## src/design/rcn_pkg.sv

```systemverilog
// Purpose: constants for the reset and serial memory control register
// Assumes: a 32-bit control register plus irq status and mask words behind an apb slave, 20 mhz pclk
// Notes:   offsets of the register, status and mask words are local choices
`default_nettype none
package rcn_pkg;
  localparam logic [7:0]  RCN_CTRL_OFS    = 8'h00;
  localparam logic [7:0]  RCN_IRQ_STAT_OFS = 8'h04;
  localparam logic [7:0]  RCN_IRQ_MASK_OFS = 8'h08;
  localparam int          RCN_BIT_ENABLE   = 31;
  localparam int          RCN_BIT_CMD_HI   = 30;
  localparam int          RCN_BIT_CMD_LO   = 29;
  localparam int          RCN_BIT_FAIL     = 28;
  localparam int          RCN_BIT_MBX_RST  = 27;
  localparam int          RCN_BIT_FIFO_RST = 25;
  localparam int          RCN_BIT_AO_RST   = 24;
  localparam int          RCN_PORT_LSB     = 16;
  localparam logic [31:0] RCN_CTRL_RESET   = 32'h0000_0000;
  localparam logic [1:0]  RCN_IRQ_RESET    = 2'h0;
  // interrupt events: bit 0 access done, bit 1 access failed
  localparam int          RCN_IRQ_DONE     = 0;
  localparam int          RCN_IRQ_FAIL     = 1;
  typedef enum logic [1:0] {
    RCN_CMD_ADDR_LO = 2'h0,
    RCN_CMD_ADDR_HI = 2'h1,
    RCN_CMD_WRITE   = 2'h2,
    RCN_CMD_READ    = 2'h3
  } rcn_cmd_type;
endpackage
`default_nettype wire

```

## src/design/rcn_reset_nvmem_ctrl.sv

```systemverilog
// Purpose: host reset-control register with serial memory byte port
// Assumes: memory engine is outside, shared with the add-on side by the
//          arbiter here; add-on requests use a req/grant/done handshake
// Notes:   pulses to the mailbox and fifo last one cycle
//
// Our own choices: the address map and the APB slave port.
`timescale 1ns/10ps
`default_nettype none
module rcn_reset_nvmem_ctrl
  import rcn_pkg::*;
(
  // apb slave
  input  wire logic        pclk,
  input  wire logic        presetn,
  input  wire logic        psel,
  input  wire logic        penable,
  input  wire logic        pwrite,
  input  wire logic [7:0]  paddr,
  input  wire logic [31:0] pwdata,
  output logic      [31:0] prdata,
  output logic             pready,
  output logic             pslverr,
  // shared memory engine
  output logic             mem_start,
  output logic             mem_write,
  output logic      [15:0] mem_addr,
  output logic      [7:0]  mem_wdata,
  output logic             mem_owner_addon,
  input  wire logic        mem_done,
  input  wire logic        mem_fail,
  input  wire logic [7:0]  mem_rdata,
  // add-on side request
  input  wire logic        addon_req,
  output logic             addon_grant,
  // side effects
  output logic             mbx_flag_reset,
  output logic             rd_fifo_reset,
  output logic             add_on_reset_out_n,
  output logic             irq
);
  import rcn_pkg::*;

  ////////////////////////////////////////////////////////////////////////
  logic        wr_en;
  logic        rd_en;
  logic        ctrl_sel;
  logic [7:0]  addr_lo_r, addr_lo_nxt;
  logic [7:0]  addr_hi_r, addr_hi_nxt;
  logic [7:0]  port_r, port_nxt;
  logic        busy_r, busy_nxt;
  logic        fail_r, fail_nxt;
  logic        ao_rst_r, ao_rst_nxt;
  logic        host_pend_r, host_pend_nxt;
  logic        host_wr_r, host_wr_nxt;
  logic        owner_r, owner_nxt;
  logic        active_r, active_nxt;
  logic        start_r, start_nxt;
  logic        mbx_r, mbx_nxt;
  logic        fifo_r, fifo_nxt;
  logic [1:0]  stat_r, stat_nxt;
  logic [1:0]  mask_r, mask_nxt;
  logic [31:0] rdata_r, rdata_nxt;
  logic        irq_r, irq_nxt;
  logic        ao_n_r, ao_n_nxt;
  logic        grant_r, grant_nxt;
  logic        host_go;
  logic        host_done;
  rcn_cmd_type cmd;

  function automatic logic [31:0] ctrl_view(input logic busy, input logic fail,
                                            input logic aor, input logic [7:0] port);
    logic [31:0] v;
    v = 32'h0000_0000;
    v[RCN_BIT_ENABLE] = busy;
    v[RCN_BIT_FAIL]   = fail;
    v[RCN_BIT_AO_RST] = aor;
    v[RCN_PORT_LSB +: 8] = port;
    return v;
  endfunction

  assign wr_en    = psel & penable & pwrite;
  assign rd_en    = psel & penable & ~pwrite;
  assign ctrl_sel = (paddr == RCN_CTRL_OFS);
  assign cmd      = rcn_cmd_type'(pwdata[RCN_BIT_CMD_HI:RCN_BIT_CMD_LO]);

  ////////////////////////////////////////////////////////////////////////
  // arbiter events: host_go feeds the byte port group, host_done both the byte port and interrupt groups
  assign host_go   = ~active_r & host_pend_r;
  assign host_done = active_r & mem_done & ~owner_r;

  ////////////////////////////////////////////////////////////////////////
  // control word and host byte port
  always_comb begin
    addr_lo_nxt   = addr_lo_r;
    addr_hi_nxt   = addr_hi_r;
    port_nxt      = port_r;
    busy_nxt      = busy_r;
    fail_nxt      = fail_r;
    ao_rst_nxt    = ao_rst_r;
    host_pend_nxt = host_pend_r;
    host_wr_nxt   = host_wr_r;
    mbx_nxt       = 1'b0;
    fifo_nxt      = 1'b0;

    // mailbox and fifo clears are single-cycle pulses, no zero write needed
    if (wr_en && ctrl_sel) begin
      ao_rst_nxt = pwdata[RCN_BIT_AO_RST];
      mbx_nxt    = pwdata[RCN_BIT_MBX_RST];
      fifo_nxt   = pwdata[RCN_BIT_FIFO_RST];
      // byte port writes are ignored while an access runs
      if (pwdata[RCN_BIT_ENABLE] && !busy_r) begin
        // address bytes stay loaded, so a repeat access needs only the begin
        case (cmd)
          RCN_CMD_ADDR_LO: addr_lo_nxt = pwdata[RCN_PORT_LSB +: 8];
          RCN_CMD_ADDR_HI: addr_hi_nxt = pwdata[RCN_PORT_LSB +: 8];
          RCN_CMD_WRITE, RCN_CMD_READ: begin
            port_nxt      = pwdata[RCN_PORT_LSB +: 8];
            host_wr_nxt   = (cmd == RCN_CMD_WRITE);
            host_pend_nxt = 1'b1;
            busy_nxt      = 1'b1;
          end
          default: ;
        endcase
      end
    end

    // the flag goes when the engine takes the next host access, not at the
    // command write, so software can still read why the last one failed
    if (host_go) begin
      host_pend_nxt = 1'b0;
      fail_nxt      = 1'b0;
    end
    if (host_done) begin
      busy_nxt = 1'b0;
      if (mem_fail) begin
        fail_nxt = 1'b1;
      end else if (!host_wr_r) begin
        port_nxt = mem_rdata;
      end
    end
    // the pin has its own flop so no inverter sits between it and the bit
    ao_n_nxt = ~ao_rst_nxt;
  end

  always_ff @(posedge pclk or negedge presetn) begin
    if (!presetn) begin
      addr_lo_r   <= 8'h00;
      addr_hi_r   <= 8'h00;
      port_r      <= 8'h00;
      busy_r      <= 1'b0;
      fail_r      <= 1'b0;
      ao_rst_r    <= 1'b0;
      ao_n_r      <= 1'b1;
      host_pend_r <= 1'b0;
      host_wr_r   <= 1'b0;
      mbx_r       <= 1'b0;
      fifo_r      <= 1'b0;
    end else begin
      addr_lo_r   <= addr_lo_nxt;
      addr_hi_r   <= addr_hi_nxt;
      port_r      <= port_nxt;
      busy_r      <= busy_nxt;
      fail_r      <= fail_nxt;
      ao_rst_r    <= ao_rst_nxt;
      ao_n_r      <= ao_n_nxt;
      host_pend_r <= host_pend_nxt;
      host_wr_r   <= host_wr_nxt;
      mbx_r       <= mbx_nxt;
      fifo_r      <= fifo_nxt;
    end
  end

  ////////////////////////////////////////////////////////////////////////
  // one engine, two clients: host first, add-on otherwise; an access that
  // has begun is never cut short, so a long add-on access delays the host
  always_comb begin
    owner_nxt  = owner_r;
    active_nxt = active_r;
    start_nxt  = 1'b0;

    if (!active_r) begin
      if (host_pend_r) begin
        owner_nxt  = 1'b0;
        active_nxt = 1'b1;
        start_nxt  = 1'b1;
      end else if (addon_req) begin
        owner_nxt  = 1'b1;
        active_nxt = 1'b1;
        start_nxt  = 1'b1;
      end
    end else if (mem_done) begin
      active_nxt = 1'b0;
    end
    // grant stands for the whole add-on access and drops with its done
    grant_nxt = owner_nxt & active_nxt;
  end

  always_ff @(posedge pclk or negedge presetn) begin
    if (!presetn) begin
      owner_r     <= 1'b0;
      active_r    <= 1'b0;
      start_r     <= 1'b0;
      grant_r     <= 1'b0;
    end else begin
      owner_r     <= owner_nxt;
      active_r    <= active_nxt;
      start_r     <= start_nxt;
      grant_r     <= grant_nxt;
    end
  end

  ////////////////////////////////////////////////////////////////////////
  // a status read clears only the bits that reader was shown, so an event
  // landing between setup and access is kept; a new event still wins
  always_comb begin
    stat_nxt = stat_r;
    mask_nxt = mask_r;

    if (rd_en && paddr == RCN_IRQ_STAT_OFS) begin
      stat_nxt = stat_r & ~rdata_r[1:0];
    end
    if (wr_en && paddr == RCN_IRQ_MASK_OFS) begin
      mask_nxt = pwdata[1:0];
    end

    if (host_done) begin
      stat_nxt[RCN_IRQ_DONE] = 1'b1;
      if (mem_fail) begin
        stat_nxt[RCN_IRQ_FAIL] = 1'b1;
      end
    end
    irq_nxt = |(stat_nxt & mask_nxt);
  end

  always_ff @(posedge pclk or negedge presetn) begin
    if (!presetn) begin
      stat_r      <= RCN_IRQ_RESET;
      mask_r      <= RCN_IRQ_RESET;
      irq_r       <= 1'b0;
    end else begin
      stat_r      <= stat_nxt;
      mask_r      <= mask_nxt;
      irq_r       <= irq_nxt;
    end
  end

  ////////////////////////////////////////////////////////////////////////
  // read data is latched in the setup cycle and held through the access,
  // so prdata never moves while the master may be sampling it
  always_comb begin
    rdata_nxt = 32'h0000_0000;
    if (psel && !penable && !pwrite) begin
      case (paddr)
        RCN_CTRL_OFS:     rdata_nxt = ctrl_view(busy_r, fail_r, ao_rst_r, port_r);
        RCN_IRQ_STAT_OFS: rdata_nxt = {30'h0, stat_r};
        RCN_IRQ_MASK_OFS: rdata_nxt = {30'h0, mask_r};
        default:          rdata_nxt = 32'h0000_0000;
      endcase
    end else if (penable) begin
      rdata_nxt = rdata_r;
    end
  end

  always_ff @(posedge pclk or negedge presetn) begin
    if (!presetn) begin
      rdata_r     <= RCN_CTRL_RESET;
    end else begin
      rdata_r     <= rdata_nxt;
    end
  end

  ////////////////////////////////////////////////////////////////////////
  // the engine sees the host operands at all times, even while the add-on owns it;
  // the add-on supplies its own operands through the engine directly
  // zero wait: every access completes in its first access cycle
  assign prdata             = rdata_r;
  assign pready             = 1'b1;
  assign pslverr            = 1'b0;
  assign mem_start          = start_r;
  assign mem_write          = host_wr_r;
  assign mem_addr           = {addr_hi_r, addr_lo_r};
  assign mem_wdata          = port_r;
  assign mem_owner_addon    = owner_r;
  assign addon_grant        = grant_r;
  assign mbx_flag_reset     = mbx_r;
  assign rd_fifo_reset      = fifo_r;
  assign add_on_reset_out_n = ao_n_r;
  assign irq                = irq_r;
endmodule
`default_nettype wire

```

## config.mk

```make
export PLATFORM = sky130hd
export DESIGN_NAME = rcn_reset_nvmem_ctrl
export DESIGN_NICKNAME = d
export VERILOG_FILES = /design/src/design/rcn_pkg.sv /design/src/design/rcn_reset_nvmem_ctrl.sv
export SDC_FILE = /design/constraint.sdc
export NUM_CORES = 1
export LEC_CHECK = 0
export BUFFER_PORTS_ARGS = -buffer_cell sky130_fd_sc_hd__clkbuf_2
export CAP_MARGIN = 15
export CORE_ASPECT_RATIO = 0.9
export CORE_MARGIN = 4
export CORE_UTILIZATION = 25
export DETAILED_ROUTE_END_ITERATION = 8
export GPL_TIMING_DRIVEN = 1
export REMOVE_ABC_BUFFERS = 1
export SKIP_LAST_GASP = 1
export SLEW_MARGIN = 40
export SYNTH_ARGS = -nofsm -noshare
export SYNTH_HDL_FRONTEND = slang
export SYNTH_SLANG_ARGS = --single-unit
export TNS_END_PERCENT = 20
```

## constraint.sdc

```tcl
create_clock -name pclk -period 1.9 [get_ports pclk]
set_input_delay 0.38 -clock pclk [delete_from_list [all_inputs] [get_ports pclk]]
set_output_delay 0.38 -clock pclk [all_outputs]
set_load 0.02 [all_outputs]
```

==> key figures, run 1 <==
Outcome
  – Violated checks: negative setup slack
  – Outcome: finished with violations

Routing
  – DR WL/cell: 14.7 um
  – TritonRoute pass-1 iters: 4
  – Total number of vias: 1821
  – DR vias/cell: 4.41
  – DR iter-0 viols: 33
  – WL final: between 6000 and 7000 um
  – DRT antenna net count: 0
  – DRC Markers: 0

Power and ir drop
  – VDD IR max: 0.000488 V
  – Static leakage: about 1.7 nW
  – Pwr Density: slightly below 800 nW/um^2

Logic synthesis
  – Post-synthesis compound-gate area fraction: 9.88%
  – Mapped Cells: 195
  – Synth Area in Simple Gates: 11.6%
  – Post-Syn Area: 2380 sq um
  – Syn Area/Cell: 12.2 sq um
  – Post-synth cell types: 36
  – Multiplexer share of the synthesized area: 12.3%
  – Synthesis Warnings: 0
  – Largest family of logic cells by synthesized area: multiplexers
  – XOR/XNOR Fraction of Synth Area: 0%
  – Post-synthesis sequential area ratio: 56.8%
  – Synth Area in Adders: 0%
  – Seq cells post-synth: 54

STA
  – WHS: 70.7 ps
  – Final Skew: 6.14 ps
  – RSZ-0062 raised after global routing: true
  – Final hold violations: 0
  – Fmax: ~0.53 GHz
  – Minimum clock period: 1900 ps
  – Period Utilization, post-route: 100%
  – # setup viols final: 2
  – Fin worst setup slack: -1.28 ps
  – Max-slew violations: 0

Floorplan
  – Core footprint: 9210 sq um
  – Die Y: between 100 and 150 um
  – Die ar.: 11100 sq um
  – Io pins: 122
  – Die width: 111 um
  – Starting Density: 25.8%
  – Row count: 33

Global route
  – Initial antenna violation count: 0
  – Total congestion overflow: 0
  – Vias in the first global route: 1871
  – First-pass GRT wire length: about 9700 um
  – Largest net degree at the start of global routing: 55
  – GRT Overall Usage: 10.8%

Worst setup path
  – Critical path required time: 2080 ps
  – Crit end category: register
  – Crit path DAT: 2090 ps
  – Worst Setup Start Kind: primary input
  – Critical path class: in2reg
  – CP Max Fanout: 8

Layout
  – Finished Layout Cells: 413
  – Ant diodes: 0
  – Area Growth Syn to Fin: 29.6%
  – Most common cell after layout, fill and taps aside: clkbuf_2
  – Nets: 348
  – Most frequent cells in the layout: clkbuf_2 (84), dfrtp_1 (53), conb_1 (21)
  – Layout cells sized above 1: ~45%

CTS
  – Clk_lat worst skew: 300 ps
  – Max clock buf depth: 2
  – CTS tree: built
  – Cts hold-fix bufs: 0
  – Clock sinks: 54
  – Root Buffer: clkbuf_8
  – H-tree levels: 2
  – Reg clk slew, reported paths: 90 ps
  – CTS buffer count: 5
  – # Post-CTS Setup Buffers: 0

Placed design
  – IO Port Bufs: 84
  – Dpl ws: -361 ps
  – Dpl cells: 407
  – Placer Congestion: 0.806
  – Final HPWL DP: 4540 um

Worst hold path
  – Hold WC Path Type: in2async

Run
  – Maxcap violations: 0
-- power breakdown --
group	switching [W]	leakage (nW)	total, W	internal, W
logic	0.000277	0.929	0.000435	0.000159
clock network	0.000351	0.0431	0.000633	0.000282
registers	0.0000737	0.707	0.00131	0.00124
-- sequential cells by signal, summed over array words and instances (netlist names), 2 cells and up --
name	count
prdata	13
addr_hi_r	8
addr_lo_r	8
mem_wdata	8
mask_r	2
stat_r	2
-- final timing paths --
check                              startpoint                           end  slack, ps  cells past startpoint
hold / removal                        presetn           mask_r[0]$_DFF_PN0_         70                      2
hold reg to reg            ao_rst_r$_DFF_PN0_  add_on_reset_out_n$_DFF_PN1_        440                      1
setup / recovery                     paddr[5]      addr_lo_r[6]$_DFFE_PN0P_         -1                      6
setup reg to reg           busy_r$_DFFE_PN0P_      addr_lo_r[6]$_DFFE_PN0P_        420                      4
max in group asynchronous             presetn  add_on_reset_out_n$_DFF_PN1_       1530                      2
min in group pclk                  pwdata[24]  add_on_reset_out_n$_DFF_PN1_        240                      2
-- layer usage --
| layer | vias to the layer above | share of wire (%) | global-route usage (%) |
|---|---|---|---|
| met5 | - | 0 | 0 |
| met4 | 0 | 0.13 | 1.80 |
| met3 | 2 | 7.4 | 3.54 |
| met2 | 72 | 49 | 19.2 |
| met1 | 906 | 43 | 13.1 |
| li1 | 841 | - | - |
-- per-stage QoR --
step	util (%)	TNS [ps]	power (W)	cell area [sq um]
after floorplan	-	-3690	0.00156	2250
after global placement	32.3	-8350	0.00177	2980
after detailed placement	32.3	-8460	0.00178	2980
after CTS	33.3	-2.12	0.00243	3070
after global routing	33.5	-93.0	0.00253	3080
final	33.5	-1.69	0.00238	3080
-- cells in the mapped netlist, drive strengths merged --
cell type / count / area share (%)
or3b: 1 / 0.37
dfrtp: 53 / 56
conb: 2 / 0.32
o22ai: 1 / 0.26
nor2b: 3 / 0.79
a22oi: 2 / 0.63
and3b: 2 / 0.74
and4bb: 1 / 0.53
nand3b: 1 / 0.32
or4: 1 / 0.47
nand2: 6 / 0.95
nor4bb: 1 / 0.42
o21ai: 2 / 0.42
dfstp: 1 / 1.1
or3: 1 / 0.47
mux2i: 9 / 3.8
nor4: 4 / 1.6
a31oi: 3 / 0.79
and2: 3 / 0.79
and3: 1 / 0.26
nand4: 2 / 0.53
nor3: 2 / 0.42
a21oi: 13 / 2.7
buf: 25 / 7.8
mux2: 18 / 8.5
o31ai: 2 / 0.63
clkbuf: 3 / 0.47
nand4b: 1 / 0.63
nor3b: 1 / 0.32
nor2: 13 / 2.1
a22o: 12 / 4.4
inv: 5 / 0.79
-- logic make-up after synthesis --
| kind of cell | Yosys count |
|---|---|
| AOI/OAI and AO/OA | 35 |
| buffers and inverters | 33 |
| DFF | 54 |
| muxes | 27 |
| other | 2 |
| and+or+nand+nor | 44 |
-- cell type report --
cell class / instances / area, sq um
clock buffer: 6 / 82.6
inverter: 5 / 18.8
tap: 122 / 153
sequential: 54 / 1350
timing repair buffer: 99 / 571
fill: 932 / 6120
multi-input combinational: 127 / 907
-- worst max-delay path, cell delays in order --
cell      delay (ps)
clkbuf_2          90
or4_4            550
nor4_4           280
and4bb_2         310
buf_12           140
mux2_2           330
-- what timing repair did --
item,4_1_cts,5_1_grt
setup endpoints to repair,8,20
cloned,0,0
resized for setup,1,3
pin swaps,0,2
Power figures use the tool's default switching activity.
==> run 2: changes to the inputs <==
--- a/config.mk
+++ b/config.mk
@@ -5,10 +5,10 @@
 export SDC_FILE = /design/constraint.sdc
 export NUM_CORES = 1
 export LEC_CHECK = 0
+export ABC_AREA = 1
 export BUFFER_PORTS_ARGS = -buffer_cell sky130_fd_sc_hd__clkbuf_2
 export CAP_MARGIN = 15
 export CORE_ASPECT_RATIO = 0.9
-export CORE_MARGIN = 4
 export CORE_UTILIZATION = 25
 export DETAILED_ROUTE_END_ITERATION = 8
 export GPL_TIMING_DRIVEN = 1
==> key figures, run 2 <==
CTS
  – Clk_lat worst skew: 310 ps (about the same)
  – Reg clk slew, reported paths: 100 ps (about the same)
  – Max clock buf depth: 2 (unchanged)
  – CTS buffer count: 5 (unchanged)
  – Root Buffer: clkbuf_8
  – Cts hold-fix bufs: 0 (unchanged)
  – CTS tree: built
  – # Post-CTS Setup Buffers: 0 (unchanged)
  – H-tree levels: 2 (unchanged)
  – Clock sinks: 54 (unchanged)
  – CTS resizes: 0 (-1)

Worst setup path
  – Crit end category: register
  – Critical path class: in2reg
  – CP top delay family: simple AND/OR/NAND/NOR gates
  – FF-to-FF Start: active_r$_DFF_PN0_
  – CP Depth: 7 (+1)
  – CP Max Fanout: 16 (+8)
  – Worst path max stage delay: 360 ps (-190 ps)
  – Worst Setup Start Kind: primary input
  – Critical path required time: 2080 ps (about the same)
  – Worst Setup SP: paddr[1]
  – Crit path DAT: 1680 ps (-410 ps)
  – Critical-path top delay cell: nand3_2
  – R2R depth: 6 (+2)
  – WP buf/inv: 1 (-1)
  – CP Cell Sequence: clkbuf_2 > nor2_1 > nand3_1 > nor3_4 > nand3_2 > nand2_1 > o21ai_1

Routing
  – Metal3 WL: 368 um (-18%)
  – WL final: 6340 um (+4.6%)
  – DRT antenna net count: 0 (unchanged)
  – DRC Markers: 0 (unchanged)
  – DR iter-0 viols: 87 (+160%)
  – Wire length on met1: 3000 um (+14%)
  – DR vias/cell: 4.07 (-7.8%)
  – Total number of vias: 2111 (+16%)
  – DR WL/cell: 12.2 um (-17%)
  – TritonRoute pass-1 iters: 4 (unchanged)
  – Met2 WL: 2930 um (-1.4%)
  – Highest routed layer: met4

STA
  – Fin Setup TNS: 0 ps (+1.69 ps)
  – Least-Margin Pin Slew: 532 ps
  – Minimum clock period: 1500 ps (-400 ps)
  – Final Skew: 14.2 ps (+8.09 ps)
  – Final hold violations: 0 (unchanged)
  – Slew margin rel.: 64.6%
  – RSZ-0062 raised after global routing: false
  – Period Utilization, post-route: 79.0% (-21 points)
  – Max-slew violations: 0 (unchanged)
  – Fmax: 0.666 GHz (+27%)
  – Fin worst setup slack: 399 ps (+400 ps)
  – # setup viols final: 0 (-2)

Layout
  – Ant diodes: 0 (unchanged)
  – Most frequent cells in the layout: nand2_1 (100), clkbuf_2 (84), dfrtp_1 (53)
  – Nets: 448 (+29%)
  – FILL cells: 1064 (+14%)
  – Sequential cell area: 1350 sq um (unchanged)
  – Finished Layout Cells: 519 (+26%)
  – Area Growth Syn to Fin: 24.4%
  – Most common cell after layout, fill and taps aside: nand2_1
  – Area of the multi-input gates: 896 sq um (-1.2%)
  – Max reg flops: 13 (unchanged)
  – Layout cells sized above 1: 26.2% (-19 points)

Logic synthesis
  – Synthesis Warnings: 0 (unchanged)
  – Post-synth ARST share: 100% (unchanged)
  – Post-synth cell types: 21 (-42%)
  – Post-Syn Area: 2530 sq um (+6.3%)
  – Syn Area/Cell: 8.29 sq um (-32%)
  – Share of the synthesized area in the top cell type: 52.4% (-3.3 points)
  – Leading cell types by count after synthesis: nand2_1 (100), dfrtp_1 (53), inv_1 (37)
  – Top post-synthesis cells by area: dfrtp_1 (52%), nand2_1 (15%), buf_4 (6.8%)
  – Mapped Cells: 305 (+56%)
  – Commonest register cell after synthesis: dfrtp_1
  – Seq cells post-synth: 54 (unchanged)
  – Most common cell in the netlist: nand2_1
  – Post-synth EDFFs: 0 (unchanged)
  – Area leader, netlist: dfrtp_1
  – Post-synthesis sequential area ratio: 53.5% (-3.3 points)

Power and ir drop
  – Pwr Density: 758 nW/um^2 (-1.9%)
  – VDD IR max: 0.000484 V (-0.96%)
  – Final Power: 0.00238 W (about the same)
  – Static leakage: 1.74 nW (+3.9%)

Global route
  – First-pass GRT wire length: 10100 um (+4.8%)
  – Initial antenna violation count: 0 (unchanged)
  – Total congestion overflow: 0 (unchanged)
  – Vias in the first global route: 2050 (+9.6%)
  – Largest net degree at the start of global routing: 37 (-33%)
  – GRT Overall Usage: 12.4% (+1.6 points)

Placed design
  – Placer Congestion: 0.810 (+0.52%)
  – Dpl ws: 51.4 ps (+412 ps)
  – Final HPWL DP: 4830 um (+6.6%)
  – IO Port Bufs: 84 (unchanged)
  – Dpl cells: 511 (+26%)

Floorplan
  – Die ar.: 10500 sq um (-5.6%)
  – Die width: 108 um (-2.6%)
  – Io pins: 122 (unchanged)
  – Core footprint: 9740 sq um (+5.8%)
  – Starting Density: 26.0% (+0.11 points)
  – Die Y: 97.4 um (-3.1%)
  – Row count: 34 (+3.0%)

Run
  – Maxcap violations: 0 (unchanged)

Worst hold path
  – Hold WC Path Type: in2async

Outcome
  – Outcome: complete, no violations
## run 2: cell types whose count changed after synthesis, sizes merged, moves of 3 or more
cell   change
nor4       -4
a21oi     -12
mux2      -18
nor2       +5
nand4      +6
nor2b      -3
a31oi      -3
nand3     +21
o21ai     +28
inv       +32
a22o      -12
mux2i      -8
nand2     +94
## run 2: cells by family (layout without fill, tap and decap cells)
group / Yosys count / count (layout) / share of synthesized area, %
muxes: 1 / 1 / 0.396
DFF: 54 / 54 / 53.5
other: 2 / 21 / 0.297
and+or+nand+nor: 150 / 150 / 25.5
AOI/OAI and AO/OA: 32 / 32 / 6.43
buffers and inverters: 66 / 135 / 13.9
## run 2: routing by layer
metal  track usage [%]  vias up
met5                 0        -
met4              2.85        0
met3              2.48        6
met2              20.4       73
met1              16.7      955
li1                  -     1077
## run 2: worst register-to-register path, stage by stage (launching register included)
cell,delay [ps]
dfrtp_1,390
nand2_1,60
nor2_1,250
nand2_1,180
inv_1,270
nand2_1,90
nand2_1,80
## run 2: cell type report
cell class	count	share of cell area [%]
clock buffer	6	2.31
clock inverter	2	1.19
inverter	37	4.42
multi-input combinational	204	28.5
sequential	54	43.0
tap	126	5.01
timing repair buffer	90	15.6
## run 2: final timing paths
kind                                             to  slack, ps
max in group asynchronous  addr_hi_r[3]$_DFFE_PN0P_       1290
hold reg to reg             host_pend_r$_DFFE_PN0P_        490
hold / removal             mbx_flag_reset$_DFF_PN0_         30
setup / recovery           addr_hi_r[3]$_DFFE_PN0P_        400
setup reg to reg             mem_wdata[4]$_DFF_PN0_        520
min in group pclk          mbx_flag_reset$_DFF_PN0_        260
## run 2: power breakdown
| group | total (W) | leakage [nW] | internal, W | switching, W |
|---|---|---|---|---|
| Clock | 0.000780 | 0.0514 | 0.000394 | 0.000386 |
| Combinational | 0.000353 | 0.986 | 0.000113 | 0.000240 |
| Sequential | 0.00125 | 0.706 | 0.00121 | 0.0000447 |
## run 2: per-stage QoR
stage,utilization (%),cell area [sq um],hold slack (ps)
detailed placement,31.2,3040,383
floorplan,-,2390,84.4
CTS,32.3,3150,39.6
finish,32.3,3150,32.0
global route,32.3,3150,50.5
global placement,31.2,3040,383
